`config.mk`:
```
export PLATFORM = sky130hd
export DESIGN_NAME = serial_flash_cmd_front_end
export DESIGN_NICKNAME = d
export VERILOG_FILES = /design/src/hdl/flash_cmd_pkg.sv /design/src/hdl/pin_sync.sv /design/src/hdl/two_entry_buffer.sv /design/src/hdl/serial_flash_cmd_front_end.sv
export SDC_FILE = /design/constraint.sdc
export NUM_CORES = 1
export LEC_CHECK = 0
export ABC_AREA = 1
export BUFFER_PORTS_ARGS = -buffer_cell sky130_fd_sc_hd__buf_2
export CAP_MARGIN = 20
export CORE_UTILIZATION = 50
export DETAILED_ROUTE_END_ITERATION = 10
export GPL_ROUTABILITY_DRIVEN = 0
export PLACE_DENSITY = 0.69
export REMOVE_ABC_BUFFERS = 1
export SLEW_MARGIN = 20
export SYNTH_ARGS = -nofsm -noshare
export SYNTH_HDL_FRONTEND = slang
export SYNTH_HIERARCHICAL = 1
export SYNTH_SLANG_ARGS = --single-unit
export TNS_END_PERCENT = 20
```
`constraint.sdc`:
```
create_clock -name mclk -period 2.7 [get_ports mclk]
set_clock_uncertainty 0.05 [all_clocks]
set_input_delay 0.54 -clock mclk [delete_from_list [all_inputs] [get_ports mclk]]
set_output_delay 0.54 -clock mclk [all_outputs]
set_load 0.01 [all_outputs]
```
`src/hdl/flash_cmd_pkg.sv`:
```
// Constants, opcodes and carrier types for the serial flash command front end
// Functional notes
// - Opcode, address and data bytes travel most-significant bit first.
// - An unsupported opcode starts no operation.
// - After an unsupported opcode, input is ignored until chip select cycles.
// - Release before opcode and address complete performs nothing, back to idle.
// - Addressed commands take exactly three address bytes, bits 23 down to 0.
// - Upper six address bits are ignored; 18 bits select a byte.
// - Read 0Bh takes one dummy byte, read 03h takes none.
// - After address and dummies, array data leaves on each clock, MSB first.
// - Read address counter steps forward automatically while clocking continues.
// - After 03FFFFh the read continues at 000000h without delay.
// - Chip select release at any bit ends a read, output goes high impedance.
// - Block erase codes 20h, 52h, D8h take three address bytes.
// - Chip erase codes 60h and C7h take no address or data.
// - Program 02h takes three address bytes and 1 to 256 data bytes.
// - Lock 36h, unlock 39h, lock read 3Ch take address; 3Ch returns data.
// - OTP write 9Bh takes address and data; OTP read 77h has two dummies.
// - Identification 9Fh takes no address and returns one to four bytes.
// - B9h enters deep standby, ABh leaves it; no address or data.
// - Modes 0 and 3 only; sample on rising, drive on falling edge.
package flash_cmd_pkg;

  localparam int ADDR_W = 18;
  localparam int BUF_DEPTH = 2;
  localparam logic [2:0] BIT_LAST = 3'h7;
  localparam logic [1:0] ADDR_LAST = 2'h2;
  localparam logic [ADDR_W-1:0] ADDR_TOP = 18'h3FFFF;
  localparam logic [ADDR_W-1:0] ADDR_ZERO = 18'h00000;
  localparam logic [7:0] FILL_BYTE = 8'hFF;

  localparam logic [7:0] OP_READ_FAST = 8'h0B;
  localparam logic [7:0] OP_READ_SLOW = 8'h03;
  localparam logic [7:0] OP_ERASE_4K = 8'h20;
  localparam logic [7:0] OP_ERASE_32K = 8'h52;
  localparam logic [7:0] OP_ERASE_64K = 8'hD8;
  localparam logic [7:0] OP_CHIP_ERASE_A = 8'h60;
  localparam logic [7:0] OP_CHIP_ERASE_B = 8'hC7;
  localparam logic [7:0] OP_PROGRAM = 8'h02;
  localparam logic [7:0] OP_WR_ENABLE = 8'h06;
  localparam logic [7:0] OP_WR_DISABLE = 8'h04;
  localparam logic [7:0] OP_LOCK = 8'h36;
  localparam logic [7:0] OP_UNLOCK = 8'h39;
  localparam logic [7:0] OP_LOCK_READ = 8'h3C;
  localparam logic [7:0] OP_OTP_WRITE = 8'h9B;
  localparam logic [7:0] OP_OTP_READ = 8'h77;
  localparam logic [7:0] OP_STATUS_READ = 8'h05;
  localparam logic [7:0] OP_STATUS_WRITE = 8'h01;
  localparam logic [7:0] OP_IDENT = 8'h9F;
  localparam logic [7:0] OP_SLEEP = 8'hB9;
  localparam logic [7:0] OP_WAKE = 8'hAB;

  localparam logic [1:0] DUMMY_NONE = 2'h0;
  localparam logic [1:0] DUMMY_ONE = 2'h1;
  localparam logic [1:0] DUMMY_TWO = 2'h2;

  typedef struct packed {
    logic [7:0] opcode;
    logic [ADDR_W-1:0] addr;
  } op_info_t;

  typedef enum logic [6:0] {
    ST_IDLE = 7'h01,
    ST_OPCODE = 7'h02,
    ST_ADDR = 7'h04,
    ST_DUMMY = 7'h08,
    ST_DATAIN = 7'h10,
    ST_DATAOUT = 7'h20,
    ST_IGNORE = 7'h40
  } state_t;

endpackage

```
`src/hdl/pin_sync.sv`:
```
// Two flip-flop synchroniser for pin inputs
`timescale 1ns/1ps
`default_nettype none
module pin_sync #(
  parameter int WIDTH = 3
) (
  input wire logic mclk,
  input wire logic rstn,
  input wire logic [WIDTH-1:0] din,
  output logic [WIDTH-1:0] dout
);
  logic [WIDTH-1:0] meta_q;
  logic [WIDTH-1:0] sync_q;

  for (genvar i = 0; i < WIDTH; i++) begin : g_bit
    always_ff @(posedge mclk or negedge rstn) begin
      if (!rstn) begin
        meta_q[i] <= 1'b1;
        sync_q[i] <= 1'b1;
      end else begin
        meta_q[i] <= din[i];
        sync_q[i] <= meta_q[i];
      end
    end
  end

  assign dout = sync_q;
endmodule
`default_nettype wire

```
`src/hdl/two_entry_buffer.sv`:
```
// Two-entry valid/ready buffer with flush
`timescale 1ns/1ps
`default_nettype none
module two_entry_buffer
  import flash_cmd_pkg::*;
#(
  parameter int WIDTH = 8
) (
  input wire logic mclk,
  input wire logic rstn,
  input wire logic flush,
  input wire logic inValid,
  input wire logic [WIDTH-1:0] inData,
  output logic inReady,
  output logic outValid,
  output logic [WIDTH-1:0] outData,
  input wire logic outReady,
  output logic [1:0] level
);
  logic [WIDTH-1:0] mem_q [BUF_DEPTH];
  logic [WIDTH-1:0] mem_d [BUF_DEPTH];
  logic wrPtr_q, wrPtr_d, rdPtr_q, rdPtr_d, inReady_q, inReady_d;
  logic [1:0] cnt_q, cnt_d;
  logic push, pop;

  assign push = inValid & inReady_q & ~flush;
  assign pop = outReady & (cnt_q != 2'h0) & ~flush;

  always_comb begin
    mem_d = mem_q;
    wrPtr_d = wrPtr_q;
    rdPtr_d = rdPtr_q;
    cnt_d = cnt_q;
    if (flush) begin
      wrPtr_d = 1'b0;
      rdPtr_d = 1'b0;
      cnt_d = 2'h0;
    end else begin
      if (push) begin
        mem_d[wrPtr_q] = inData;
        wrPtr_d = ~wrPtr_q;
      end
      if (pop) begin
        rdPtr_d = ~rdPtr_q;
      end
      cnt_d = cnt_q + {1'b0, push} - {1'b0, pop};
    end
    inReady_d = (cnt_d != 2'h2);
  end

  always_ff @(posedge mclk or negedge rstn) begin
    if (!rstn) begin
      mem_q[0] <= '0;
      mem_q[1] <= '0;
      wrPtr_q <= 1'b0;
      rdPtr_q <= 1'b0;
      cnt_q <= 2'h0;
      inReady_q <= 1'b1;
    end else begin
      mem_q <= mem_d;
      wrPtr_q <= wrPtr_d;
      rdPtr_q <= rdPtr_d;
      cnt_q <= cnt_d;
      inReady_q <= inReady_d;
    end
  end

  assign inReady = inReady_q;
  assign outValid = (cnt_q != 2'h0);
  assign outData = mem_q[rdPtr_q];
  assign level = cnt_q;
endmodule
`default_nettype wire

```
`src/hdl/serial_flash_cmd_front_end.sv`:
```
// Serial command front end: framing, opcode decode, address, read streaming
`timescale 1ns/1ps
`default_nettype none
module serial_flash_cmd_front_end
  import flash_cmd_pkg::*;
(
  input wire logic mclk,
  input wire logic rstn,
  input wire logic csN,
  input wire logic sck,
  input wire logic si,
  output logic soData,
  output logic soOeN,
  output logic opValid,
  output op_info_t opInfo,
  output logic opEnd,
  output logic opEndAligned,
  output logic wrValid,
  output logic [7:0] wrByte,
  output logic fetchValid,
  output op_info_t fetchReq,
  input wire logic fetchReady,
  input wire logic arrayValid,
  input wire logic [7:0] arrayData,
  output logic arrayReady
);
  // ****************************************************
  // Pin sampling and edge detection
  // ****************************************************
  logic csHigh, sckS, siS, sckPrev_q, sckRise, sckFall;

  pin_sync #(.WIDTH(3)) u_sync (
    .mclk(mclk),
    .rstn(rstn),
    .din({csN, sck, si}),
    .dout({csHigh, sckS, siS})
  );

  always_ff @(posedge mclk or negedge rstn) begin
    if (!rstn) begin
      sckPrev_q <= 1'b1;
    end else begin
      sckPrev_q <= sckS;
    end
  end

  assign sckRise = sckS & ~sckPrev_q & ~csHigh;
  assign sckFall = ~sckS & sckPrev_q & ~csHigh;

  // ****************************************************
  // Opcode decode
  // ****************************************************
  function automatic logic isSupported(input logic [7:0] op);
    case (op)
      OP_READ_FAST, OP_READ_SLOW, OP_ERASE_4K, OP_ERASE_32K, OP_ERASE_64K,
      OP_CHIP_ERASE_A, OP_CHIP_ERASE_B, OP_PROGRAM, OP_WR_ENABLE,
      OP_WR_DISABLE, OP_LOCK, OP_UNLOCK, OP_LOCK_READ, OP_OTP_WRITE,
      OP_OTP_READ, OP_STATUS_READ, OP_STATUS_WRITE, OP_IDENT, OP_SLEEP,
      OP_WAKE: isSupported = 1'b1;
      default: isSupported = 1'b0;
    endcase
  endfunction

  function automatic logic needsAddr(input logic [7:0] op);
    case (op)
      OP_READ_FAST, OP_READ_SLOW, OP_ERASE_4K, OP_ERASE_32K, OP_ERASE_64K,
      OP_PROGRAM, OP_LOCK, OP_UNLOCK, OP_LOCK_READ, OP_OTP_WRITE,
      OP_OTP_READ: needsAddr = 1'b1;
      default: needsAddr = 1'b0;
    endcase
  endfunction

  function automatic logic isRead(input logic [7:0] op);
    case (op)
      OP_READ_FAST, OP_READ_SLOW, OP_LOCK_READ, OP_OTP_READ, OP_STATUS_READ,
      OP_IDENT: isRead = 1'b1;
      default: isRead = 1'b0;
    endcase
  endfunction

  function automatic logic takesData(input logic [7:0] op);
    case (op)
      OP_PROGRAM, OP_OTP_WRITE, OP_STATUS_WRITE: takesData = 1'b1;
      default: takesData = 1'b0;
    endcase
  endfunction

  function automatic logic [1:0] dummyCount(input logic [7:0] op);
    case (op)
      OP_READ_FAST: dummyCount = DUMMY_ONE;
      OP_OTP_READ: dummyCount = DUMMY_TWO;
      default: dummyCount = DUMMY_NONE;
    endcase
  endfunction

  // ****************************************************
  // Command framing state
  // ****************************************************
  state_t state_q, state_d;
  logic [2:0] bitCnt_q, bitCnt_d;
  logic [1:0] byteCnt_q, byteCnt_d;
  logic [7:0] inShift_q, inShift_d, opcode_q, opcode_d, rxByte;
  logic [ADDR_W-1:0] addr_q, addr_d;
  logic started_q, started_d, opValid_q, opValid_d, opEnd_q, opEnd_d;
  logic opEndAligned_q, opEndAligned_d, wrValid_q, wrValid_d;
  logic [7:0] wrByte_q, wrByte_d;
  op_info_t opInfo_q, opInfo_d;

  assign rxByte = {inShift_q[6:0], siS};

  always_comb begin
    state_d = state_q;
    bitCnt_d = bitCnt_q;
    byteCnt_d = byteCnt_q;
    inShift_d = inShift_q;
    opcode_d = opcode_q;
    addr_d = addr_q;
    started_d = started_q;
    opValid_d = 1'b0;
    opInfo_d = opInfo_q;
    opEnd_d = 1'b0;
    opEndAligned_d = 1'b0;
    wrValid_d = 1'b0;
    wrByte_d = wrByte_q;
    if (csHigh) begin
      if (state_q != ST_IDLE) begin
        opEnd_d = started_q;
        opEndAligned_d = started_q & (bitCnt_q == 3'h0);
      end
      state_d = ST_IDLE;
      bitCnt_d = 3'h0;
      byteCnt_d = 2'h0;
      started_d = 1'b0;
    end else if (state_q == ST_IDLE) begin
      state_d = ST_OPCODE;
    end else if (sckRise && state_q != ST_IGNORE) begin
      inShift_d = rxByte;
      bitCnt_d = bitCnt_q + 3'h1;
      case (state_q)
        ST_OPCODE: begin
          if (bitCnt_q == BIT_LAST) begin
            opcode_d = rxByte;
            byteCnt_d = 2'h0;
            if (!isSupported(rxByte)) begin
              state_d = ST_IGNORE;
            end else if (needsAddr(rxByte)) begin
              state_d = ST_ADDR;
            end else begin
              opValid_d = 1'b1;
              started_d = 1'b1;
              opInfo_d = '{opcode: rxByte, addr: ADDR_ZERO};
              addr_d = ADDR_ZERO;
              state_d = isRead(rxByte) ? ST_DATAOUT : ST_DATAIN;
            end
          end
        end
        ST_ADDR: begin
          // upper bits fall off the top
          addr_d = {addr_q[ADDR_W-2:0], siS};
          if (bitCnt_q == BIT_LAST) begin
            byteCnt_d = byteCnt_q + 2'h1;
            // third address byte completes the header
            if (byteCnt_q == ADDR_LAST) begin
              opValid_d = 1'b1;
              started_d = 1'b1;
              opInfo_d = '{opcode: opcode_q, addr: addr_d};
              byteCnt_d = 2'h0;
              if (dummyCount(opcode_q) != DUMMY_NONE) begin
                state_d = ST_DUMMY;
              end else begin
                state_d = isRead(opcode_q) ? ST_DATAOUT : ST_DATAIN;
              end
            end
          end
        end
        ST_DUMMY: begin
          if (bitCnt_q == BIT_LAST) begin
            byteCnt_d = byteCnt_q + 2'h1;
            if (byteCnt_d == dummyCount(opcode_q)) begin
              state_d = ST_DATAOUT;
            end
          end
        end
        ST_DATAIN: begin
          if (bitCnt_q == BIT_LAST && takesData(opcode_q)) begin
            wrValid_d = 1'b1;
            wrByte_d = rxByte;
          end
        end
        default: begin
          state_d = state_q;
        end
      endcase
    end
  end

  always_ff @(posedge mclk or negedge rstn) begin
    if (!rstn) begin
      state_q <= ST_IDLE;
      bitCnt_q <= 3'h0;
      byteCnt_q <= 2'h0;
      inShift_q <= 8'h00;
      opcode_q <= 8'h00;
      addr_q <= ADDR_ZERO;
      started_q <= 1'b0;
      opValid_q <= 1'b0;
      opInfo_q <= '0;
      opEnd_q <= 1'b0;
      opEndAligned_q <= 1'b0;
      wrValid_q <= 1'b0;
      wrByte_q <= 8'h00;
    end else begin
      state_q <= state_d;
      bitCnt_q <= bitCnt_d;
      byteCnt_q <= byteCnt_d;
      inShift_q <= inShift_d;
      opcode_q <= opcode_d;
      addr_q <= addr_d;
      started_q <= started_d;
      opValid_q <= opValid_d;
      opInfo_q <= opInfo_d;
      opEnd_q <= opEnd_d;
      opEndAligned_q <= opEndAligned_d;
      wrValid_q <= wrValid_d;
      wrByte_q <= wrByte_d;
    end
  end

  // ****************************************************
  // Read prefetch and buffer
  // ****************************************************
  logic [ADDR_W-1:0] readAddr_q, readAddr_d;
  logic fetchValid_q, fetchValid_d, fetchIssue, bufValid, bufPop, flush;
  logic [1:0] inflight_q, inflight_d, bufLevel;
  logic [2:0] credit;
  logic [7:0] bufData;
  op_info_t fetchReq_q, fetchReq_d;

  assign flush = (state_q != ST_DATAOUT);
  assign credit = {1'b0, bufLevel} + {1'b0, inflight_q} + {2'b0, fetchValid_q};
  assign fetchIssue = ~flush & (credit < 3'(BUF_DEPTH)) & (~fetchValid_q | fetchReady);

  two_entry_buffer #(.WIDTH(8)) u_buf (
    .mclk(mclk),
    .rstn(rstn),
    .flush(flush),
    .inValid(arrayValid),
    .inData(arrayData),
    .inReady(arrayReady),
    .outValid(bufValid),
    .outData(bufData),
    .outReady(bufPop),
    .level(bufLevel)
  );

  always_comb begin
    readAddr_d = readAddr_q;
    fetchValid_d = fetchValid_q & ~fetchReady;
    fetchReq_d = fetchReq_q;
    inflight_d = inflight_q + {1'b0, fetchValid_q & fetchReady}
      - {1'b0, arrayValid & arrayReady};
    if (flush) begin
      readAddr_d = addr_d;
      fetchValid_d = 1'b0;
      inflight_d = 2'h0;
    end else if (fetchIssue) begin
      // counter steps and wraps at the top
      fetchValid_d = 1'b1;
      fetchReq_d = '{opcode: opcode_q, addr: readAddr_q};
      readAddr_d = readAddr_q + 18'h00001;
    end
  end

  always_ff @(posedge mclk or negedge rstn) begin
    if (!rstn) begin
      readAddr_q <= ADDR_ZERO;
      fetchValid_q <= 1'b0;
      fetchReq_q <= '0;
      inflight_q <= 2'h0;
    end else begin
      readAddr_q <= readAddr_d;
      fetchValid_q <= fetchValid_d;
      fetchReq_q <= fetchReq_d;
      inflight_q <= inflight_d;
    end
  end

  // ****************************************************
  // Serial output shifter
  // ****************************************************
  logic [7:0] outShift_q, outShift_d, loadByte;
  logic [2:0] outBit_q, outBit_d;
  logic so_q, so_d, soOeN_q, soOeN_d;

  assign bufPop = sckFall & (state_q == ST_DATAOUT) & (outBit_q == 3'h0);
  assign loadByte = bufValid ? bufData : FILL_BYTE;

  always_comb begin
    outShift_d = outShift_q;
    outBit_d = outBit_q;
    so_d = so_q;
    soOeN_d = soOeN_q;
    if (state_q != ST_DATAOUT || csHigh) begin
      // release floats the output at any bit
      outBit_d = 3'h0;
      so_d = 1'b0;
      soOeN_d = 1'b1;
    end else if (sckFall) begin
      // drive on falling edge, MSB first
      soOeN_d = 1'b0;
      outBit_d = outBit_q + 3'h1;
      if (outBit_q == 3'h0) begin
        so_d = loadByte[7];
        outShift_d = {loadByte[6:0], 1'b0};
      end else begin
        so_d = outShift_q[7];
        outShift_d = {outShift_q[6:0], 1'b0};
      end
    end
  end

  always_ff @(posedge mclk or negedge rstn) begin
    if (!rstn) begin
      outShift_q <= 8'h00;
      outBit_q <= 3'h0;
      so_q <= 1'b0;
      soOeN_q <= 1'b1;
    end else begin
      outShift_q <= outShift_d;
      outBit_q <= outBit_d;
      so_q <= so_d;
      soOeN_q <= soOeN_d;
    end
  end

  assign soData = so_q;
  assign soOeN = soOeN_q;
  assign opValid = opValid_q;
  assign opInfo = opInfo_q;
  assign opEnd = opEnd_q;
  assign opEndAligned = opEndAligned_q;
  assign wrValid = wrValid_q;
  assign wrByte = wrByte_q;
  assign fetchValid = fetchValid_q;
  assign fetchReq = fetchReq_q;
endmodule
`default_nettype wire

```
After elaboration in Yosys (flattened, before gate mapping)
Index checks and enable logic that the tools add are counted.
- equal/unequal tests: 59
- multiplexer cells: 136
- $lt $le $gt $ge: 4
- reductions and logical operators: 34
- bitwise logic cells: 28
- add/sub/neg operators: 10
- operators by type and width (kind ; number):
    two-way mux 18 bit ; 8
    two-way mux 26 bit ; 5
    two-way mux 1 bit ; 70
    equality test 8 bit (second input constant) ; 8
    two-way mux 7 bit ; 9
    one-hot mux 26 bit (2 select lines) ; 1
    two-way mux 8 bit ; 6
    equality test 8 x 6 -> 1 bit (second input constant) ; 5
    two-way mux 2 bit ; 20
    one-hot mux 18 bit (2 select lines) ; 1
    equality test 8 x 2 -> 1 bit (second input constant) ; 4
    equality test 8 x 3 -> 1 bit (second input constant) ; 4
    equality test 8 x 7 -> 1 bit (second input constant) ; 4
    two-way mux 6 bit ; 4
    one-hot mux 7 bit (3 select lines) ; 1
    != test 4 x 3 -> 1 bit (second input constant) ; 5
    OR reduction 20 bit ; 1
    adder 18 x 1 -> 18 bit (second input constant) ; 1
    != test 3 x 2 -> 1 bit (second input constant) ; 6
    bitwise mux 16 bit ; 1
    equality test 8 x 1 -> 1 bit (second input constant) ; 2
    equality test 8 x 4 -> 1 bit (second input constant) ; 2
    nonzero test 2 bit ; 8
    AND 1 bit ; 15
    47 further kinds ; 80
- input bits: 15
- register bits after elaboration: 172
- output and inout bits: 68

Longest topological paths before layout
Gate-level depths: netlist (run 1).
- word-level depth: 29
- gate-level depth with buffers: 19

Modules after synthesis
Netlist (run 1), hierarchy kept.
- modules (own cells, without submodules) (module ; cells each ; times used ; area an instance (µm²)):
    serial_flash_cmd_front_end ; 952 ; 1 ; 7433.4
    two_entry_buffer ; 119 ; 1 ; 1081.0
    pin_sync ; 6 ; 1 ; 157.7

Least setup slack after synthesis (run 1)
No wires, ideal clock.
- path kind: register to register
- start point: reg u_buf.cnt_q[0], in the netlist u_buf/level[0]
- end point: reg readAddr_q[12]
- arrival: 2.307 ns
- data required time: 2.531 ns
- cell stages (with the launch flop): 14
- clock period less this slack: 2.476 ns
- path slack: 0.224 ns
- setup time: 0.119 ns
- cells stage by stage: dfrtp_1 -> ha_1 -> a21oi_1 -> fa_1 -> nand2_1 -> nor2_1 -> inv_1 -> nor2_1 -> buf_2 -> nand2_1 -> nor2_1 -> nor3_1 -> a21oi_1 -> nand2_1
- cells in the longest elaborated chain, start to end: 6
- RTL lines (item ; RTL line ; source):
    start, declared ; two_entry_buffer.sv:23 ; logic [1:0] cnt_q, cnt_d;
    start signal, assigned ; two_entry_buffer.sv:63 ; cnt_q <= cnt_d;
    adder 2 x 2 -> 3 bit ; serial_flash_cmd_front_end.sv:240 ; assign credit = {1'b0, bufLevel} + {1'b0, inflight_q} + {2'b0, fetchValid_q};
    adder 3 x 1 -> 3 bit ; serial_flash_cmd_front_end.sv:240 ;
    less-than comparator 3 x 2 -> 1 bit ; serial_flash_cmd_front_end.sv:241 ; assign fetchIssue = ~flush & (credit < 3'(BUF_DEPTH)) & (~fetchValid_q | fetchReady);
    AND 1 bit (2 in series) ; serial_flash_cmd_front_end.sv:241 ;
    nonzero test 2 bit (no line) ; n/a ;
    end signal, assigned ; serial_flash_cmd_front_end.sv:281 ; readAddr_q <= readAddr_d;
    end, declared ; serial_flash_cmd_front_end.sv:232 ; logic [ADDR_W-1:0] readAddr_q, readAddr_d;
Every way passes these cells.
A chain may end at the register's enable or synchronous reset.

Worst setup path after layout (run 1)
- start point: reg state_q[1]
- end point: reg u_buf.cnt_q[1], in the netlist u_buf/level[1]
- cells in the longest elaborated chain, start to end: 7
- elaborated cells on any way between the ends: 11
- RTL lines (item ; RTL line ; source):
    start, declared ; serial_flash_cmd_front_end.sv:99 ; state_t state_q, state_d;
    start signal, assigned ; serial_flash_cmd_front_end.sv:213 ; state_q <= state_d;
    equality test 7 x 6 -> 1 bit ; serial_flash_cmd_front_end.sv:295 ; assign bufPop = sckFall & (state_q == ST_DATAOUT) & (outBit_q == 3'h0);
    AND 1 bit (2 in series) ; serial_flash_cmd_front_end.sv:295 ;
    named net bufPop ; serial_flash_cmd_front_end.sv:233 ; logic fetchValid_q, fetchValid_d, fetchIssue, bufValid, bufPop, flush;
    AND 1 bit (2 in series) ; two_entry_buffer.sv:27 ; assign pop = outReady & (cnt_q != 2'h0) & ~flush;
    subtractor 2 x 1 -> 2 bit ; two_entry_buffer.sv:46 ; cnt_d = cnt_q + {1'b0, push} - {1'b0, pop};
    two-way mux 2 bit ; two_entry_buffer.sv:34 ; if (flush) begin
    named net u_buf.cnt_d[1] ; two_entry_buffer.sv:23 ;
The timed path passes the listed nets, and every way through them passes these cells.

==> results of run 1 <==
critical path, delay by kind of cell, from the launching register on:
family / cells / cell delay (ps)
simple gates: 11 / 1290
fa+ha+maj: 2 / 380
flops: 1 / 420
buf+inv: 4 / 260
metal layers:
layer / share of wire, % / vias to the layer above / wire length [µm]
li1: - / 3564 / -
met1: 48 / 3310 / 8850
met2: 47 / 149 / 8580
met3: 4.1 / 20 / 760
met4: 1.1 / 0 / 206
met5: 0 / - / 0
registers in the layout (all words and copies together) (netlist names), 2 cells and up:
name / cells
fetchReq: 26
opInfo: 26
addr_q: 18
readAddr_q: 18
u_buf/mem_q: 16
opcode_q: 8
wrByte: 8
inShift_q: 7
outShift_q: 7
state_q: 7
bitCnt_q: 3
outBit_q: 3
u_sync/dout: 3
u_sync/meta_q: 3
byteCnt_q: 2
inflight_q: 2
u_buf/level: 2
through the flow:
| stage | total power [mW] | hold WS [ps] |
|---|---|---|
| floorplan | 3.20 | 194 |
| global placement | 3.42 | 296 |
| detailed placement | 3.43 | 297 |
| CTS | 5.84 | 39.7 |
| global route | 6.03 | 69.9 |
| finish | 5.79 | 19.1 |
worst paths after layout:
kind | endpoint | depth (start not counted)
max | u_buf/level[1] | 17
min | wrValid | 1
max reg2reg | u_buf/level[1] | 17
min reg2reg | u_sync/dout[0] | 0
max in group asynchronous | u_buf/inReady | 2
min in group mclk | u_sync/meta_q[1] | 1
report_power, final:
group,internal (mW),leakage [nW],switching (mW),total (mW)
registers,2.65,2.30,0.0934,2.74
logic,0.194,2.58,0.455,0.649
clock network,1.41,0.284,0.986,2.40
placed cells by master, fill, tap and decap left out, drive strengths merged, types with 14 or more instances in the layout:
cell,netlist,routed
nor3,16,16
dfrtp,161,161
nand2,402,402
nor2,97,97
clkbuf,7,22
inv,122,122
ha,14,14
buf,28,101
o21ai,123,123
nand3,38,38
kinds of logic after synthesis:
| kind of cell | after synthesis | share of synthesized area [%] |
|---|---|---|
| flops | 171 | 49.5 |
| simple gates | 574 | 28.2 |
| buf+inv | 160 | 8.19 |
| compound gates | 147 | 10.8 |
| mux | 1 | 0.115 |
| xor+xnor | 9 | 0.909 |
| fa+ha+maj | 15 | 2.25 |
what timing repair did:
item	4_1_cts	5_1_grt
setup endpoints to repair	0	10
resized for setup	0	10
setup buffers	0	2
area by class of cell:
cell class | count | area, µm²
Clock buffer | 22 | 464
Clock inverter | 10 | 118
Fill cell | 1516 | 6840
Inverter | 125 | 475
Multi-Input combinational cell | 746 | 3700
Sequential cell | 171 | 4290
Tap cell | 220 | 275
Timing Repair Buffer | 101 | 601
==> run_results.csv, run 1 <==
group,metric,value,unit
synth,ys_ff_latch,171,
clocking,clk_pin_slew,60,ps
routing,drt_wl_total,18400,µm
placed_design,pre_cts_slack,142,ps
placed_design,dp.cells,1361,
global_routing,use_met2,35.8,%
synth,synth_most_common_cell,"nand2_1",
setup_path,crit_start,"state_q[1]",
synth,synth_cell_types,47,
clocking,hold_buffers,0,
synth,async_flop_share,100,%
setup_path,critPathMaxFanout,5,
floorplanning,io_pins,83,
routing,wl_per_cell,13.2,µm
synth,synth_top_area_cell,"dfrtp_1",
clocking,clk_path_buf_depth,2,
floorplanning,die_h,134,µm
setup_path,cp_slowest_stage_delay,420,ps
synth,synth_edf_count,0,
timing,slew_headroom,63.6,%
timing,rsz0062_at_grt,"true",
global_routing,antenna_found_initial,0,
setup_path,path_class,"reg2reg",
floorplanning,rows,47,
routing,num_vias,7043,
synth,yosysWarnings,6,
worst_hold_path,hold_class,"in2async",
clocking,cts_sinks,171,
timing,post-route-min-period,2520,ps
timing,min_period_over_period,93.5,%
setup_path,worstPathArrival,2770,ps
placed_design,dp_hpwl,12900,µm
clocking,cts_buffers,17,
setup_path,required,2950,ps
routing,first_iter_violations,543,
global_routing,grt_use_met3,4.07,%
placed_design,port_buffers,82,
global_routing,gr-total-overflow,0,
floorplanning,chipWidth,134,µm
global_routing,grt.total_usage,21.8,%
synth,netlist_instances,1077,
global_routing,met1_usage,29.7,%
timing,tightestPinTransition,546,ps
final_layout,area_growth,14.4,%
setup_path,crit_chain,"nor2_2 -> inv_2 -> nor2_2 -> nand3_1 -> nor2_2 -> inv_1 -> nor2_2 -> inv_2 -> nor2_1 -> nand2_1 -> nor2_1 -> ha_1 -> inv_1 -> ha_1 -> nand3_1 -> nand2_1 -> nor2_1",
timing,finalSetupViolCount,0,
global_routing,grt_pass1_vias,6629,
floorplanning,start_util,51.7,%
synth,synthTopCellsByCount,"nand2_1 (384), dfrtp_1 (161), inv_1 (112)",
setup_path,critPathSlowestCell,"dfrtp_1",
clocking,cts_tree,"done",
synth,synth_area_leaders,"dfrtp_1 (46%), nand2_1 (17%), inv_1 (4.8%)",
routing,dr.pass1.iters,5,
timing,fmax,0.396,GHz
final_layout,stdcell_area,9920,µm²
setup_path,end_kind,"flop",
clocking,cts_root_buf,"clkbuf_16",
global_routing,grt_start_max_net_pins,60,
timing,setup_ws,175,ps
timing,tns,0,ps
final_layout,diodes,0,
setup_path,reg2reg_slack,180,ps
global_routing,grt-busiest-layer,"met2",
clocking,htreeDepth,4,
placed_design,dpl_cell_area,9290,µm²
global_routing,grt_pass1_wl,31100,µm
power,power.leakage,5.16,nW
setup_path,cpMostUsedCell,"nor2_2",
final_layout,nNetsFinal,1192,
final_layout,final_util,59.2,%
setup_path,critPathLaunchType,"flop",
synth,synth_top_cell_area_share,46.5,%
timing,hold_viol_final,0,
final_layout,stdcell_count,1395,
routing,drc_errors,0,
run,maxCapViolations,0,
power,ir_worst_vdd,0.000454,V
routing,ant_nets,0,
final_layout,drive_above_1_share,20.7,%
power,p_per_area,583,nW/µm²
timing,slew_viol_final,0,
routing,via_per_inst,5.05,
clocking,insertion_delay,430,ps
synth,avgSynthCellArea,8.05,µm²
floorplanning,die_area,17900,µm²
synth,netlist_area,8670,µm²
floorplanning,fp.coreArea,16800,µm²
synth,ys.flop_type,"dfrtp_1",
setup_path,worstReg2RegStart,"state_q[1]",
synth,yosysSeqAreaShare,49.5,%
run_status,outcome,"finished, final reports clean",
No activity file was read; power rests on OpenSTA's default activity.
==> run 2, diff against run 1 <==
Settings changed: ABC_AREA 1 to default, PLACE_DENSITY 0.69 to 0.72.
Clock period 2.7 ns to 2.3 ns, I/O delays scaled along.
==> run_results.csv, run 2 <==
group,metric,value,unit
run_status,outcome,"finished, violations left",
run_status,failed_checks,"setup timing",
timing,slew_headroom,56.1,%
routing,drc_errors,0,
synth,ys_ff_latch,171,
clocking,htreeDepth,4,
global_routing,gr-total-overflow,0,
final_layout,final_util,67.0,%
synth,synth_top_cell_area_share,47.3,%
placed_design,dp_hpwl,13600,µm
setup_path,required,2570,ps
power,power.leakage,5.29,nW
synth,synth_cell_types,80,
floorplanning,start_util,51.3,%
synth,synth_most_common_cell,"dfrtp_1",
synth,ys.flop_type,"dfrtp_1",
timing,hold_ws,73.3,ps
floorplanning,die_h,132,µm
timing,post-route-min-period,2720,ps
final_layout,layout_common_cells,"dfrtp_1 (161), buf_4 (100), buf_2 (81)",
global_routing,grt.total_usage,23.6,%
clocking,cts_sinks,171,
synth,synth_edf_count,0,
global_routing,grt_pass1_vias,6571,
routing,via_per_inst,5.66,
synth,netlist_area,8510,µm²
floorplanning,io_pins,83,
synth,netlist_instances,759,
timing,fmax,0.368,GHz
clocking,cts_tree,"done",
clocking,clk_pin_slew,60,ps
setup_path,critPathLaunchType,"flop",
clocking,clk_path_buf_depth,2,
timing,hold_viol_final,0,
run,maxCapViolations,0,
routing,drt_wl_total,20300,µm
final_layout,layout.cells.most_common,"dfrtp_1",
final_layout,final.fill_count,1253,
synth,yosysSeqAreaShare,50.4,%
power,p_per_area,643,nW/µm²
synth,yosysWarnings,6,
clocking,insertion_delay,430,ps
timing,setup_ws,-419,ps
final_layout,drive_above_1_share,41.9,%
global_routing,grt_start_max_net_pins,47,
timing,rsz0062_at_grt,"true",
synth,synth_area_leaders,"dfrtp_1 (47%), mux2_2 (8.5%), mux2_4 (3.9%)",
synth,avgSynthCellArea,11.2,µm²
floorplanning,die_area,17500,µm²
floorplanning,fp.coreArea,16600,µm²
routing,first_iter_violations,514,
floorplanning,chipWidth,132,µm
setup_path,worstPathArrival,2980,ps
setup_path,path_class,"reg2reg",
setup_path,critPathMaxFanout,7,
final_layout,area_growth,30.5,%
timing,tightestPinTransition,653,ps
power,ir_worst_vdd,0.000576,V
floorplanning,rows,47,
timing,finalSetupViolCount,118,
timing,min_period_over_period,118,%
setup_path,end_kind,"flop",
timing,slew_viol_final,0,
routing,ant_nets,0,
clocking,cts_buffers,17,
final_layout,diodes,0,
final_layout,nNetsFinal,971,
synth,synth_top_area_cell,"dfrtp_1",
routing,dr.pass1.iters,5,
global_routing,grt_pass1_wl,32800,µm
global_routing,antenna_found_initial,0,
worst_hold_path,hold_class,"in2reg",
placed_design,port_buffers,82,
routing,num_vias,6634,
synth,async_flop_share,100,%
power,total_power,7.14,mW
routing,wl_per_cell,17.3,µm
clocking,cts_root_buf,"clkbuf_16",
synth,synthTopCellsByCount,"dfrtp_1 (161), nand2_1 (83), mux2_2 (64)",
-- run 2: cell type report --
type	instances	area [µm²]	area share, %
clock buffers	22	474	4.27
clock inverters	9	113	1.01
inverters	40	150	1.35
multi-input cells	504	4260	38.4
flip-flops and latches	171	4290	38.6
well taps	220	275	2.48
repair buffers	207	1540	13.9
-- run 2: final timing paths --
path	startpoint	end	slack, ps	cells past startpoint
setup / recovery	state_q[3]	opInfo[0]	-420	9
hold / removal	sck	u_sync/meta_q[1]	70	1
setup reg to reg	state_q[3]	opInfo[0]	-420	9
hold reg to reg	u_sync/meta_q[2]	u_sync/dout[2]	310	0
max in group asynchronous	rstn	u_buf/inReady	1060	3
min in group asynchronous	rstn	opInfo[0]	480	2
-- run 2: worst max-delay path, cell delays in order, from the launching register on --
cell and delay (ps):
dfrtp_1 420, buf_4 150, buf_6 120, or4_4 580, nor4b_4 340, a21oi_2 80, a311oi_4 210, buf_6 180
buf_12 140, mux2_2 330
-- run 2: power by group --
| group | internal, mW | total [mW] | leakage, nW | switching (mW) |
|---|---|---|---|---|
| Clock | 1.68 | 2.86 | 0.287 | 1.17 |
| Sequential | 3.07 | 3.14 | 2.35 | 0.0623 |
| Combinational | 0.561 | 1.14 | 2.65 | 0.581 |
| Total | 5.32 | 7.14 | 5.29 | 1.82 |
-- run 2: stage by stage --
stage          instances  area [µm²]  worst slack (ps)  setup TNS (ps)
2_1_floorplan        715        8310             -1880         -107500
5_1_grt             1173       11100              -512          -34900
4_1_cts             1165       10800              -244          -10390
3_5_place_dp        1124        9910              -497          -17740
6_report            1173       11100              -419          -23950
3_3_place_gp        1124        9910              -376          -13910
-- run 2: cells by family (layout without fill, tap and decap cells) --
kind of cell,Yosys count,after routing,synth area share [%]
xor gates and xnor gates,16,16,1.81
and+or+nand+nor,232,232,14.9
adders and majority gates,15,15,2.29
buffers and inverters,84,278,4.16
DFF,171,171,50.4
muxes,94,94,13.3
AOI/OAI and AO/OA,147,147,13.1
-- run 2: repair_timing --
action                     4_1_cts  5_1_grt
setup endpoints to repair      114      132
pin swaps                       21       20
gates cloned                     1        1
hold buffers                     1        0
buffers inserted                 8        9
hold endpoints to repair        40        0
resized for setup               47       60
-- run 2: routing by layer --
layer / global-route usage [%] / up-vias / wire, µm
li1: - / 3107 / -
met5: 0 / - / 0
met1: 31.3 / 3259 / 8930
met3: 4.25 / 44 / 1000
met2: 38.7 / 224 / 9920
met4: 8.75 / 0 / 457
==> run 3, diff against run 2 <==
Settings changed: ABC_AREA from default to 1.
==> run_results.csv, run 3 (synthesis gave the netlist of run 1 again) <==
group,metric,value,unit
run_status,outcome,"finished, violations left",
run_status,failed_checks,"setup timing",
floorplanning,fp.coreArea,16800,µm²
setup_path,critPathMaxFanout,6,
global_routing,grt_pass1_wl,32400,µm
worst_hold_path,whs_path_depth,1,
floorplanning,chipWidth,134,µm
setup_path,end_kind,"flop",
setup_path,required,2570,ps
timing,slew_headroom,66.8,%
routing,drc_errors,0,
power,ir_worst_vdd,0.000520,V
clocking,clk_pin_slew,70,ps
final_layout,drive_above_1_share,27.4,%
floorplanning,die_area,17900,µm²
routing,highest_layer,"met4",
clocking,cts_buffers,17,
routing,via_per_inst,5.06,
routing,ant_nets,0,
final_layout,area_growth,22.8,%
floorplanning,io_pins,83,
clocking,clk_path_buf_depth,2,
power,p_seq_share,44.7,%
floorplanning,start_util,51.7,%
routing,drt_wl_total,19600,µm
power,power.share.clock,43.8,%
power,p_sw_share,26.3,%
placed_design,dp_hpwl,13600,µm
final_layout,layout_common_cells,"nand2_1 (371), dfrtp_1 (159), inv_1 (105)",
routing,first_iter_violations,559,
global_routing,grt.total_usage,22.6,%
global_routing,grt_pass1_vias,6764,
clocking,cts_sinks,171,
final_layout,layout.cells.most_common,"nand2_1",
setup_path,worstPathArrival,2720,ps
final_layout,nNetsFinal,1239,
power,p_int,5.29,mW
clocking,insertion_delay,430,ps
placed_design,port_buffers,82,
routing,num_vias,7292,
timing,post-route-min-period,2450,ps
floorplanning,die_h,134,µm
clocking,cts_tree,"done",
global_routing,gr-total-overflow,0,
routing,route.met3.wl,880,µm
worst_hold_path,hold_class,"in2reg",
final_layout,diodes,0,
final_layout,final.fill_count,1407,
clocking,htreeDepth,4,
timing,hold_ws,75.9,ps
timing,setup_ws,-147,ps
timing,hold_viol_final,0,
power,power_switching,1.89,mW
power,p_per_area,674,nW/µm²
setup_path,critPathLaunchType,"flop",
power,power.leakage,5.49,nW
routing,dr_wl_met2,9320,µm
timing,min_period_over_period,106,%
routing,dr.pass1.iters,5,
global_routing,antenna_found_initial,0,
timing,finalSetupViolCount,37,
floorplanning,rows,47,
timing,tightestPinTransition,495,ps
setup_path,path_class,"reg2reg",
global_routing,grt_start_max_net_pins,58,
placed_design,pre_cts_slack,-270,ps
clocking,cts_root_buf,"clkbuf_16",
power,total_power,7.18,mW
setup_path,r2r_cells,13,
routing,met1_length,9000,µm
run,maxCapViolations,0,
timing,rsz0062_at_grt,"true",
timing,slew_viol_final,0,
routing,wl_per_cell,13.6,µm
power,combinationalPowerShare,11.5,%
timing,fmax,0.409,GHz
[run 3: worst paths after layout]
check                                       from          endpoint  slack [ps]
worst min-delay path                         sck  u_sync/meta_q[1]          80
worst max register to register    u_buf/level[0]      fetchReq[19]        -150
max in group asynchronous                   rstn  u_sync/meta_q[1]        1050
worst min register to register  u_sync/meta_q[0]    u_sync/dout[0]         300
worst max-delay path              u_buf/level[0]      fetchReq[19]        -150
min in group asynchronous                   rstn        opInfo[22]         420
[run 3: worst max-delay path: stages (launching register included)]
cell and delay [ps]:
dfrtp_1 410, ha_4 280, a21oi_2 60, fa_1 530, nand2_1 70, nor2_2 130, inv_2 60, nor2_4 160
inv_4 70, buf_8 140, buf_4 140, clkbuf_16 140, nand2_1 50, nand2_1 40
[run 3: repair_timing]
action,4_1_cts,5_1_grt
gates resized for setup,18,75
buffers inserted,2,10
endpoints found under the setup margin,39,88
pin swaps,9,22
hold buffers,1,0
cloned,0,1
hold endpoints to repair,23,0
[run 3: layer usage]
metal	vias to the layer above	track usage [%]
met3	34	3.73
met2	203	35.4
met1	3405	31.6
li1	3650	-
met5	-	0
met4	0	8.71
[run 3: power by group through the flow]
stage	clock network (mW)	logic, mW	registers, mW
2_1_floorplan	0	0.489	3.26
3_3_place_gp	0	0.786	3.26
3_5_place_dp	0	0.798	3.26
4_1_cts	3.19	0.807	3.20
5_1_grt	3.30	0.921	3.22
6_report	3.15	0.823	3.21
[run 3: final cells by class]
| type | instances | area (µm²) | area share (%) |
|---|---|---|---|
| clock buffers | 20 | 467 | 4.38 |
| well taps | 220 | 275 | 2.58 |
| inverters | 125 | 475 | 4.46 |
| repair buffers | 148 | 1050 | 9.82 |
| flip-flops and latches | 171 | 4290 | 40.3 |
| multi-input cells | 746 | 3910 | 36.7 |
| clock inverters | 12 | 186 | 1.75 |
[run 3: metrics by stage]
stage / instances / utilization, % / cell area, µm² / setup TNS [ps]
6_report: 1442 / 63.5 / 10600 / -2700
3_3_place_gp: 1396 / 57.2 / 9590 / -2290
5_1_grt: 1442 / 63.5 / 10600 / -7820
2_1_floorplan: 1042 / - / 8430 / -74180
3_5_place_dp: 1396 / 57.2 / 9590 / -5000
4_1_cts: 1431 / 61.7 / 10300 / -110
